===== config.mk =====
export PLATFORM = sky130hd
export DESIGN_NAME = sst_sync_serial
export DESIGN_NICKNAME = d
export VERILOG_FILES = /design/src/sst_pkg.sv /design/src/sst_brg.sv /design/src/sst_edge.sv /design/src/sst_sync_serial.sv
export VERILOG_INCLUDE_DIRS = /design/src
export SDC_FILE = /design/constraint.sdc
export NUM_CORES = 1
export LEC_CHECK = 0
export BUFFER_PORTS_ARGS = -buffer_cell sky130_fd_sc_hd__buf_2
export CAP_MARGIN = 20
export CORE_MARGIN = 2
export CORE_UTILIZATION = 50
export DETAILED_ROUTE_END_ITERATION = 10
export PLACE_DENSITY = 0.74
export SLEW_MARGIN = 20
export SYNTH_ARGS = -nofsm -noshare
export SYNTH_HDL_FRONTEND = slang
export SYNTH_SLANG_ARGS = --single-unit

===== constraint.sdc =====
create_clock -name aclk -period 2.3 [get_ports aclk]
set_clock_uncertainty 0.05 [all_clocks]
set_input_delay 0.115 -clock aclk [delete_from_list [all_inputs] [get_ports aclk]]
set_output_delay 0.115 -clock aclk [all_outputs]
set_load 0.03 [all_outputs]

===== src/sst_regs.svh =====
`ifndef SST_REGS_SVH
`define SST_REGS_SVH

`define SST_OFS_MODE 8'h00
`define SST_OFS_CTRL 8'h04
`define SST_OFS_BRR 8'h08
`define SST_OFS_TDR 8'h0c
`define SST_OFS_STAT 8'h10
`define SST_OFS_RDR 8'h14

`define SST_MODE_RST 8'h80
`define SST_CTRL_RST 8'h00
`define SST_BRR_RST 8'hff
`define SST_TDR_RST 8'hff
`define SST_RDR_RST 8'h00
`define SST_STAT_RST 8'h84

`define SST_BIT_LAST 3'h7
`define SST_RX_PAIR 5'h10
`define SST_RESP_OKAY 2'h0
`define SST_RESP_SLVERR 2'h2

`endif


===== src/sst_pkg.sv =====
`default_nettype none
package sst_pkg;

  typedef struct packed {
    logic sync_mode_select;
    logic char_len;
    logic parity_en;
    logic parity_odd;
    logic stop_len;
    logic mp_en;
    logic [1:0] clk_div;
  } sst_mode_t;

  typedef struct packed {
    logic tx_empty_irq_en;
    logic rx_irq_en;
    logic tx_enable;
    logic rx_enable;
    logic id_wait_enable;
    logic tx_done_irq_en;
    logic clk_source_sel_hi;
    logic clk_source_sel_lo;
  } sst_ctrl_t;

  typedef struct packed {
    logic tx_buffer_empty_flag;
    logic rx_full_flag;
    logic overrun_flag;
    logic framing_error_flag;
    logic parity_error_flag;
    logic tx_done_flag;
    logic [1:0] spare;
  } sst_stat_t;

  typedef struct packed {
    logic rise;
    logic fall;
  } sst_edge_t;

endpackage
`default_nettype wire


===== src/sst_brg.sv =====
`include "sst_regs.svh"
`default_nettype none
// Half-period tick every div+1 cycles while run is high
module sst_brg
  import sst_pkg::*;
(
  input wire logic aclk,
  input wire logic aresetn,
  input wire logic run,
  input wire logic [7:0] div,
  output logic tick
);
  logic [7:0] cnt_r;
  wire at_end = (cnt_r == div);

  always_ff @(posedge aclk) begin
    if (!aresetn || !run || at_end) begin
      cnt_r <= 8'h00;
    end else begin
      cnt_r <= cnt_r + 8'h01;
    end
  end

  assign tick = run && at_end;
endmodule // sst_brg
`default_nettype wire


===== src/sst_edge.sv =====
`include "sst_regs.svh"
`default_nettype none
// Edge pulses of the incoming serial clock level
module sst_edge
  import sst_pkg::*;
(
  input wire logic aclk,
  input wire logic aresetn,
  input wire logic lvl,
  output sst_edge_t edges
);
  logic prev_r;

  always_ff @(posedge aclk) begin
    if (!aresetn) begin
      prev_r <= 1'b1;
    end else begin
      prev_r <= lvl;
    end
  end

  assign edges.rise = lvl && !prev_r;
  assign edges.fall = !lvl && prev_r;
endmodule // sst_edge
`default_nettype wire


===== src/sst_sync_serial.sv =====
`include "sst_regs.svh"
`default_nettype none
module sst_sync_serial
  import sst_pkg::*;
(
  input wire logic aclk,
  input wire logic aresetn,
  input wire logic [7:0] s_axi_awaddr,
  input wire logic s_axi_awvalid,
  output logic s_axi_awready,
  input wire logic [31:0] s_axi_wdata,
  input wire logic [3:0] s_axi_wstrb,
  input wire logic s_axi_wvalid,
  output logic s_axi_wready,
  output logic [1:0] s_axi_bresp,
  output logic s_axi_bvalid,
  input wire logic s_axi_bready,
  input wire logic [7:0] s_axi_araddr,
  input wire logic s_axi_arvalid,
  output logic s_axi_arready,
  output logic [31:0] s_axi_rdata,
  output logic [1:0] s_axi_rresp,
  output logic s_axi_rvalid,
  input wire logic s_axi_rready,
  input wire logic sck_i,
  output logic sck_o,
  output logic sck_oe_n,
  output logic txd_o,
  input wire logic rxd_i,
  output logic tx_empty_irq,
  output logic rx_full_irq,
  output logic rx_error_irq,
  output logic tx_done_irq
);

  function automatic logic sst_hit(input logic [7:0] a);
    return a == `SST_OFS_MODE || a == `SST_OFS_CTRL ||
           a == `SST_OFS_BRR || a == `SST_OFS_TDR ||
           a == `SST_OFS_STAT || a == `SST_OFS_RDR;
  endfunction

  // Bus side state
  logic aw_hold_r;
  logic w_hold_r;
  logic [7:0] aw_addr_r;
  logic [7:0] w_data_r;
  logic w_strb_r;
  logic bvalid_r;
  logic [1:0] bresp_r;
  logic rvalid_r;
  logic [1:0] rresp_r;
  logic [31:0] rdata_r;

  // Registers
  sst_mode_t mode_r;
  sst_ctrl_t ctrl_r;
  logic [7:0] brr_r;
  logic [7:0] tdr_r;
  logic [7:0] rdr_r;
  sst_stat_t stat_r;
  sst_stat_t stat_nxt;

  // Serial engine state
  logic sck_r;
  logic txd_r;
  logic tx_run_r;
  logic [2:0] tx_bit_r;
  logic [7:0] tx_sh_r;
  logic [2:0] rx_bit_r;
  logic [7:0] rx_sh_r;
  logic [4:0] rx_left_r;

  logic brg_tick;
  sst_edge_t ext_e;

  // Write path
  wire wr_go = aw_hold_r && w_hold_r;
  wire wr_en = wr_go && w_strb_r;
  wire wr_mode = wr_en && aw_addr_r == `SST_OFS_MODE;
  wire wr_ctrl = wr_en && aw_addr_r == `SST_OFS_CTRL;
  wire wr_brr = wr_en && aw_addr_r == `SST_OFS_BRR;
  wire wr_tdr = wr_en && aw_addr_r == `SST_OFS_TDR;
  wire wr_stat = wr_en && aw_addr_r == `SST_OFS_STAT;
  wire sst_stat_t wst = sst_stat_t'(w_data_r);

  assign s_axi_awready = !aw_hold_r && !bvalid_r;
  assign s_axi_wready = !w_hold_r && !bvalid_r;
  assign s_axi_bvalid = bvalid_r;
  assign s_axi_bresp = bresp_r;

  always_ff @(posedge aclk) begin
    if (!aresetn) begin
      aw_hold_r <= 1'b0;
      aw_addr_r <= 8'h00;
    end else if (wr_go) begin
      aw_hold_r <= 1'b0;
    end else if (s_axi_awvalid && s_axi_awready) begin
      aw_hold_r <= 1'b1;
      aw_addr_r <= s_axi_awaddr;
    end
  end

  always_ff @(posedge aclk) begin
    if (!aresetn) begin
      w_hold_r <= 1'b0;
      w_data_r <= 8'h00;
      w_strb_r <= 1'b0;
    end else if (wr_go) begin
      w_hold_r <= 1'b0;
    end else if (s_axi_wvalid && s_axi_wready) begin
      w_hold_r <= 1'b1;
      w_data_r <= s_axi_wdata[7:0];
      w_strb_r <= s_axi_wstrb[0];
    end
  end

  always_ff @(posedge aclk) begin
    if (!aresetn) begin
      bvalid_r <= 1'b0;
      bresp_r <= `SST_RESP_OKAY;
    end else if (wr_go) begin
      bvalid_r <= 1'b1;
      bresp_r <= sst_hit(aw_addr_r) ? `SST_RESP_OKAY : `SST_RESP_SLVERR;
    end else if (s_axi_bready) begin
      bvalid_r <= 1'b0;
    end
  end

  // Read path
  wire ar_go = s_axi_arvalid && !rvalid_r;
  wire [7:0] rd_mux =
    (s_axi_araddr == `SST_OFS_MODE) ? mode_r :
    (s_axi_araddr == `SST_OFS_CTRL) ? ctrl_r :
    (s_axi_araddr == `SST_OFS_BRR) ? brr_r :
    (s_axi_araddr == `SST_OFS_TDR) ? tdr_r :
    (s_axi_araddr == `SST_OFS_STAT) ? stat_r :
    (s_axi_araddr == `SST_OFS_RDR) ? rdr_r : 8'h00;

  assign s_axi_arready = !rvalid_r;
  assign s_axi_rvalid = rvalid_r;
  assign s_axi_rdata = rdata_r;
  assign s_axi_rresp = rresp_r;

  always_ff @(posedge aclk) begin
    if (!aresetn) begin
      rvalid_r <= 1'b0;
      rdata_r <= 32'h0000_0000;
      rresp_r <= `SST_RESP_OKAY;
    end else if (ar_go) begin
      rvalid_r <= 1'b1;
      rdata_r <= {24'h00_0000, rd_mux};
      rresp_r <= sst_hit(s_axi_araddr) ? `SST_RESP_OKAY : `SST_RESP_SLVERR;
    end else if (s_axi_rready) begin
      rvalid_r <= 1'b0;
    end
  end

  always_ff @(posedge aclk) begin
    if (!aresetn) begin
      mode_r <= `SST_MODE_RST;
      ctrl_r <= `SST_CTRL_RST;
      brr_r <= `SST_BRR_RST;
      tdr_r <= `SST_TDR_RST;
    end else begin
      if (wr_mode) mode_r <= w_data_r;
      if (wr_ctrl) ctrl_r <= w_data_r;
      if (wr_brr) brr_r <= w_data_r;
      if (wr_tdr) tdr_r <= w_data_r;
    end
  end

  // Clock source and enables
  wire sync_on = mode_r.sync_mode_select;
  wire int_mode = sync_on && !ctrl_r.clk_source_sel_hi;
  wire ext_mode = sync_on && ctrl_r.clk_source_sel_hi;
  wire te = sync_on && ctrl_r.tx_enable;
  wire re = sync_on && ctrl_r.rx_enable;
  wire rx_err = stat_r.overrun_flag || stat_r.framing_error_flag ||
                stat_r.parity_error_flag;

  sst_brg u_brg (
    .aclk(aclk),
    .aresetn(aresetn),
    .run(int_mode),
    .div(brr_r),
    .tick(brg_tick)
  );

  sst_edge u_edge (
    .aclk(aclk),
    .aresetn(aresetn),
    .lvl(sck_i),
    .edges(ext_e)
  );

  // Falls only with work pending; a low clock always returns high
  wire pending = tx_run_r || (rx_left_r != 5'h00);
  wire int_fall = int_mode && brg_tick && sck_r && pending;
  wire int_rise = int_mode && brg_tick && !sck_r;
  wire sck_fall = int_mode ? int_fall : (ext_mode && ext_e.fall);
  wire sck_rise = int_mode ? int_rise : (ext_mode && ext_e.rise);

  // Transmit sequencing
  wire tx_start = te && !tx_run_r && !stat_r.tx_buffer_empty_flag &&
                  !rx_err;
  wire tx_last = sck_fall && tx_run_r && tx_bit_r == `SST_BIT_LAST;
  wire tx_chain = tx_last && te && !stat_r.tx_buffer_empty_flag &&
                  !rx_err;
  wire tx_load = tx_start || tx_chain;
  wire tx_end = tx_last && !tx_chain;

  // Receive sequencing
  wire rx_act = re && !rx_err;
  wire rx_shift = sck_rise && rx_act;
  wire rx_done = rx_shift && rx_bit_r == `SST_BIT_LAST;
  wire rx_store = rx_done && !stat_r.rx_full_flag;
  wire rx_ovr = rx_done && stat_r.rx_full_flag;
  wire rx_pair_go = int_mode && rx_act && !te && sck_r && !pending &&
                    !stat_r.rx_full_flag;

  always_ff @(posedge aclk) begin
    if (!aresetn || !int_mode) begin
      sck_r <= 1'b1;
    end else if (int_fall) begin
      sck_r <= 1'b0;
    end else if (int_rise) begin
      sck_r <= 1'b1;
    end
  end

  always_ff @(posedge aclk) begin
    if (!aresetn) begin
      tx_run_r <= 1'b0;
      tx_bit_r <= 3'h0;
      tx_sh_r <= `SST_TDR_RST;
    end else if (!te) begin
      tx_run_r <= 1'b0;
      tx_bit_r <= 3'h0;
      tx_sh_r <= `SST_TDR_RST;
    end else if (tx_load) begin
      tx_sh_r <= tdr_r;
      tx_run_r <= 1'b1;
      tx_bit_r <= 3'h0;
    end else if (tx_end) begin
      tx_run_r <= 1'b0;
    end else if (sck_fall && tx_run_r) begin
      tx_bit_r <= tx_bit_r + 3'h1;
    end
  end

  // Line holds the last bit sent when idle
  always_ff @(posedge aclk) begin
    if (!aresetn) begin
      txd_r <= 1'b1;
    end else if (sck_fall && tx_run_r) begin
      txd_r <= tx_sh_r[tx_bit_r];
    end
  end

  always_ff @(posedge aclk) begin
    if (!aresetn) begin
      rx_bit_r <= 3'h0;
      rx_sh_r <= 8'h00;
    end else if (!rx_act) begin
      rx_bit_r <= 3'h0;
    end else if (rx_shift) begin
      rx_sh_r <= {rxd_i, rx_sh_r[7:1]};
      rx_bit_r <= rx_bit_r + 3'h1;
    end
  end

  always_ff @(posedge aclk) begin
    if (!aresetn) begin
      rdr_r <= `SST_RDR_RST;
    end else if (rx_store) begin
      rdr_r <= {rxd_i, rx_sh_r[7:1]};
    end
  end

  always_ff @(posedge aclk) begin
    if (!aresetn || !rx_act || !int_mode) begin
      rx_left_r <= 5'h00;
    end else if (rx_pair_go) begin
      rx_left_r <= `SST_RX_PAIR;
    end else if (sck_rise && rx_left_r != 5'h00) begin
      rx_left_r <= rx_left_r - 5'h01;
    end
  end

  // Status: software writes 0 to clear; hardware sets win
  always_comb begin
    stat_nxt = stat_r;
    if (wr_stat) begin
      stat_nxt.tx_buffer_empty_flag = stat_r.tx_buffer_empty_flag &
                                      wst.tx_buffer_empty_flag;
      stat_nxt.rx_full_flag = stat_r.rx_full_flag & wst.rx_full_flag;
      stat_nxt.overrun_flag = stat_r.overrun_flag & wst.overrun_flag;
      stat_nxt.framing_error_flag = stat_r.framing_error_flag &
                                    wst.framing_error_flag;
      stat_nxt.parity_error_flag = stat_r.parity_error_flag &
                                   wst.parity_error_flag;
      stat_nxt.tx_done_flag = stat_r.tx_done_flag & wst.tx_done_flag;
    end
    if (tx_load) begin
      stat_nxt.tx_done_flag = 1'b0;
    end
    if (!te || tx_load) begin
      stat_nxt.tx_buffer_empty_flag = 1'b1;
    end
    if (tx_end) begin
      stat_nxt.tx_done_flag = 1'b1;
    end
    if (rx_store) begin
      stat_nxt.rx_full_flag = 1'b1;
    end
    if (rx_ovr) begin
      stat_nxt.overrun_flag = 1'b1;
    end
    stat_nxt.spare = 2'h0;
  end

  // Receive disable leaves flags and data alone
  always_ff @(posedge aclk) begin
    if (!aresetn) begin
      stat_r <= `SST_STAT_RST;
    end else begin
      stat_r <= stat_nxt;
    end
  end

  assign sck_o = sck_r;
  assign sck_oe_n = !int_mode;
  assign txd_o = txd_r;
  assign tx_empty_irq = stat_r.tx_buffer_empty_flag &&
                        ctrl_r.tx_empty_irq_en;
  assign rx_full_irq = stat_r.rx_full_flag && ctrl_r.rx_irq_en;
  assign rx_error_irq = stat_r.overrun_flag && ctrl_r.rx_irq_en;
  assign tx_done_irq = stat_r.tx_done_flag && ctrl_r.tx_done_irq_en;

endmodule // sst_sync_serial
`default_nettype wire


==> results.cfg, run 1 <==
[run_status]
status = complete, no violations

[flow_run]
max_cap_viol_count = 0

[layout]
drive_above_1_share_pct = 17.3
layout_commonest_cell = dfxtp_1
areaGrowthSynthToFinish_pct = 22.0
fin_nets = 755
diodes = 0
fill_cells = 845
final_cell_mix = dfxtp_1 (115), nand2_1 (89), buf_2 (55)

[sta]
fin_crit_sh_pct = 94.2
fmax_mhz = 461
worstMarginPinSlew_ns = 0.608
final_hold_viol_count = 0
setup_viol = 0
fin_ws_ns = 0.133
holdWs_ns = 0.0342
period_minus_slack_ns = 2.17
slew_headroom_pct = 59.3
drv_slew = 0

[die]
die_h_um = 108
core_um2 = 10700
die_area_um2 = 11700
ioPinCount = 109
start_util_pct = 50.7
rows = 38
die_w_um = 108

[global_route]
gr-total-overflow = 0
grt_start_max_net_pins = 53
grt_pass1_wl_mm = 20.8
grt_pass1_vias = 4294
grt_antenna_before_repair = 0
grt_use_total_pct = 22.6

[drt]
wl_per_cell_um = 15.1
vias_per_cell = 5.38
first_pass_iters = 5
antenna_left = 0
drc_errors = 0
route.vias.total = 4511
drtIter0Drc = 314
wirelength_mm = 12.7

[worst_setup_path]
cp_max_fo = 12
required_ns = 2.68
cp-start-kind = flip-flop
endpoint_kind = flip-flop
critical_path_class = reg -> reg
worstPathArrival_ns = 2.55

[clocking]
cts-root-buf = clkbuf_8
htreeDepth = 4
clock_path_buffers = 2
cts_tree = yes
cts.sinks = 115
cts.clk_slew.worst_paths_ns = 0.06
cts_inserted_buffers = 17
clock_latency_ns = 0.51

[logic_synthesis]
synth-edff-count = 0
syn_area_per_cell_um2 = 9.07
ys_seq_area_share_pct = 42.5
yosysUniqueCellTypes = 62
synthCells = 598
synthFlopType = dfxtp_1
yosysWarningCount = 0
ys_ff_latch = 115
synthArstFlopShare_pct = 0
netlist_area_um2 = 5420

[placed_design]
dp_slack_ns = 0.126
io_buffers = 55
hpwlAfterDp_mm = 8.67
gp_congestion = 0.886

[power]
power.total_mw = 4.86
seq_power_share_pct = 42.7
peakVddDrop_mv = 0.468
p_sw_share_pct = 23.6
p_switching_mw = 1.15
comb_power_share_pct = 7.2
power.share.clock_pct = 50.1
power_leakage_nw = 2.85
power.internal_mw = 3.72
power.density_nw_per_um2 = 735

[worst_hold_path]
hold_class = in -> reg
## worst max-delay path, cell delays in order (launching register included)
cell and delay [ns]:
dfxtp_1 0.36, xnor2_1 0.26, nand4_1 0.14, buf_4 0.19, o31ai_2 0.25, buf_4 0.24
and3_1 0.18, buf_4 0.20, mux2i_1 0.21
## power groups by stage
stage | registers [mW] | logic, mW | clock network (mW)
after floorplan | 2.11 | 0.261 | 0
after global placement | 2.12 | 0.300 | 0
after detailed placement | 2.12 | 0.304 | 0
after CTS | 2.08 | 0.343 | 2.47
after global routing | 2.08 | 0.383 | 2.56
final | 2.08 | 0.349 | 2.44
## kinds of logic (layout without fill, tap and decap cells)
kind of cell | Yosys count | after routing | share of synthesized area [%]
AO/OA/AOI/OAI | 117 | 117 | 14.9
XOR/XNOR | 15 | 15 | 2.42
adder cells (fa/ha/maj) | 7 | 7 | 1.62
buffers and inverters | 73 | 149 | 7.06
flip-flops | 115 | 115 | 42.5
multiplexers | 63 | 63 | 12.5
other | 1 | 26 | 0.0692
AND/OR/NAND/NOR | 207 | 207 | 19.0
## synth_stat cells, types with 3 or more instances
cell type	n	share of area, %
nand2_1	89	6.2
nand3_1	13	1.2
nor2b_1	19	2.2
and3_1	3	0.35
nor2_1	32	2.2
o21a_1	4	0.55
a221o_1	4	0.74
buf_4	27	3.7
dfxtp_1	115	42
nand4_1	4	0.46
and2_1	11	1.3
a31oi_1	9	1.0
and4_1	3	0.48
buf_2	6	0.55
mux2i_1	53	9.8
ha_1	7	1.6
mux2_2	7	1.5
o211a_1	3	0.55
nand2b_1	6	0.69
nor4b_1	3	0.48
nor3_1	6	0.55
xnor2_1	13	2.1
a211oi_1	3	0.42
o21ai_0	27	2.5
clkbuf_1	19	1.3
a21oi_1	15	1.4
a21boi_0	25	3.5
inv_1	19	1.3
nand3b_1	3	0.42
mux4_2	3	1.2
## stage by stage
| stage | instance area, um^2 | util, % | setup TNS, ns | std cells |
|---|---|---|---|---|
| floorplan | 5520 | - | 0 | 623 |
| global placement | 5740 | 53.7 | 0 | 776 |
| detailed placement | 5740 | 53.7 | 0 | 776 |
| CTS | 6580 | 61.5 | 0 | 835 |
| global route | 6610 | 61.8 | -0.0761 | 839 |
| finish | 6610 | 61.8 | 0 | 839 |
## metal layers
layer  up-vias  global-route usage, %  wire length [um]  share of wire [%]
li1       2232                      -                 -                  -
met1      2115                   29.9              5850                 46
met2       144                   36.8              6000                 47
met3        20                   4.28               606                4.8
met4         0                   8.42               203                1.6
met5         -                      0                 0                  0
## registers in the layout (all words and copies together), names as in the netlist, 7 cells and up
signal	cells
s_axi_rdata	8
tx_sh_r	8
u_brg.cnt_r	8
rx_sh_r	7
rdr_r	8
ctrl_r	8
aw_addr_r	8
tdr_r	8
w_data_r	8
mode_r	7
brr_r	8
## area by class of cell
class                   instances  area [um^2]  share of cell area (%)
multi-input cells             435         2840                    42.9
flip-flops and latches        115         2300                    34.8
repair buffers                 99          676                    10.2
clock buffers                  22          443                    6.70
well taps                     140          175                    2.65
clock inverters                 9          108                    1.63
inverters                      19         71.3                    1.08
## worst paths after layout
path,start,end,slack [ns],cells past startpoint
setup / recovery,brr_r[7],rdr_r[5],0.13,8
hold / removal,s_axi_awvalid,aw_addr_r[4],0.03,4
setup reg to reg,brr_r[7],rdr_r[5],0.13,8
hold reg to reg,rdr_r[1],rdr_r[1],0.41,2
## what timing repair did
item | 4_1_cts | 5_1_grt
setup endpoints to repair | 0 | 9
gates resized for setup | 0 | 3
hold buffers | 28 | 0
buffers inserted | 0 | 4
endpoints found under the hold margin | 23 | 0
Power figures use the tool's default switching activity.
==> inputs of run 2 (changes only) <==
Clock period 2.3 ns to 2 ns, I/O delays scaled along.
==> run 2 against run 1 <==
The run now ends with negative setup slack left; flip-flop and latch count unchanged; clock power increased by 16%; non-clock buffer count increased by 40; design area increased by 8.2%; highest routed layer unchanged; first-iteration DRC count decreased by 17%; die area unchanged; critical path type unchanged.
==> results.cfg, run 2 (synthesis results as in run 1) <==
[run_status]
status = complete, but fails checks
violations = negative setup slack

[global_route]
grt_start_max_net_pins = 48
grt_pass1_vias = 4642
grt_antenna_before_repair = 0
gr-total-overflow = 0
grt_use_total_pct = 24.8
grt_pass1_wl_mm = 22.5

[layout]
fill_cells = 793
fin_nets = 795
layout_commonest_cell = dfxtp_1
finalInstanceArea_um2 = 7150
stdcell_count = 880
multi_input_area_um2 = 2970
diodes = 0
drive_above_1_share_pct = 25.5
final_cell_mix = dfxtp_1 (100), nand2_1 (88), buf_2 (55)
seq_area_um2 = 2330
areaGrowthSynthToFinish_pct = 31.9

[sta]
final_hold_viol_count = 0
fin_ws_ns = -0.0321
setup_viol = 3
drv_slew = 0
period_minus_slack_ns = 2.03
slew_headroom_pct = 64.8
fin_crit_sh_pct = 102
fmax_mhz = 492
worstMarginPinSlew_ns = 0.526
rsz0062_at_grt = true

[drt]
antenna_left = 0
wl_per_cell_um = 16.4
first_pass_iters = 6
drc_errors = 0
drtIter0Drc = 260
vias_per_cell = 5.41
route.vias.total = 4762
wirelength_mm = 14.4

[power]
peakVddDrop_mv = 0.599
power.density_nw_per_um2 = 794
power_leakage_nw = 3.12

[placed_design]
place_area_um2 = 5920
hpwlAfterDp_mm = 9.05
gp_congestion = 0.908
place_inst = 796
io_buffers = 55

[clocking]
cts-root-buf = clkbuf_8
cts.clk_slew.worst_paths_ns = 0.06
cts_inserted_buffers = 17
cts.sinks = 115
htreeDepth = 4
clock_path_buffers = 2
cts_tree = yes
clock_latency_ns = 0.52

[worst_setup_path]
critical_path_class = reg -> reg
cp_max_fo = 8
endpoint_kind = flip-flop
cp-start-kind = flip-flop
required_ns = 2.40
worstPathArrival_ns = 2.43

[worst_hold_path]
hold_class = in -> reg

[die]
ioPinCount = 109
die_area_um2 = 11700
die_h_um = 108
start_util_pct = 50.7
die_w_um = 108
core_um2 = 10700
rows = 38

[flow_run]
max_cap_viol_count = 0
[run 2: worst max-delay path, cell delays in order, from the launching register on]
cell and delay [ns]:
dfxtp_1 0.31, or4_4 0.57, nor4_4 0.24, buf_4 0.18, nand3b_1 0.09, buf_6 0.17, mux2i_4 0.20, nor2b_2 0.15
[run 2: report_power, final]
part	leakage, nW	switching, mW	internal, mW	total, mW
Sequential	0.932	0.0536	2.33	2.39
Combinational	1.92	0.273	0.175	0.448
Clock	0.270	1.05	1.80	2.84
Total	3.12	1.37	4.30	5.68
[run 2: path summary, 6_finish.rpt]
kind | to | start | cells after the start | slack [ns]
min | w_strb_r | s_axi_wvalid | 4 | 0.02
min reg2reg | rdr_r[1] | rdr_r[1] | 2 | 0.41
max reg2reg | ctrl_r[6] | aw_addr_r[0] | 7 | -0.03
max | ctrl_r[6] | aw_addr_r[0] | 7 | -0.03
[run 2: per-layer routing]
metal / track usage (%) / routed length, um / vias to the layer above / part of all wire, %
met5: 0 / 0 / - / 0
met4: 12.6 / 483 / 0 / 3.4
met3: 5.18 / 765 / 36 / 5.3
met2: 41.9 / 7020 / 188 / 49
met1: 29.8 / 6120 / 2224 / 43
li1: - / - / 2314 / -
[run 2: final cells by class]
cell class / instances / share of cell area, %
well taps: 140 / 2.45
repair buffers: 139 / 14.6
multi-input cells: 435 / 41.5
clock inverters: 13 / 1.91
inverters: 19 / 0.997
clock buffers: 19 / 6.03
flip-flops and latches: 115 / 32.5
[run 2: timing repair]
action / CTS / global route
cloned: 0 / 1
buffers inserted: 6 / 9
pin swaps: 7 / 8
endpoints found under the setup margin: 29 / 64
hold buffers: 34 / 3
endpoints found under the hold margin: 25 / 1
gates resized for setup: 12 / 33
[run 2: stage by stage]
step | utilization (%) | TNS, ns | setup slack [ns] | power, mW | hold slack, ns
final | 66.9 | -0.0434 | -0.0321 | 5.68 | 0.0186
after global placement | 55.3 | -0.440 | -0.0558 | 2.79 | 0.271
after CTS | 64.7 | -0.202 | -0.0434 | 5.68 | 0.00467
after global routing | 66.9 | -1.16 | -0.0885 | 5.85 | 0.0642
after floorplan | - | 0 | 0.0690 | 2.73 | 0.151
after detailed placement | 55.3 | -0.408 | -0.0518 | 2.80 | 0.287
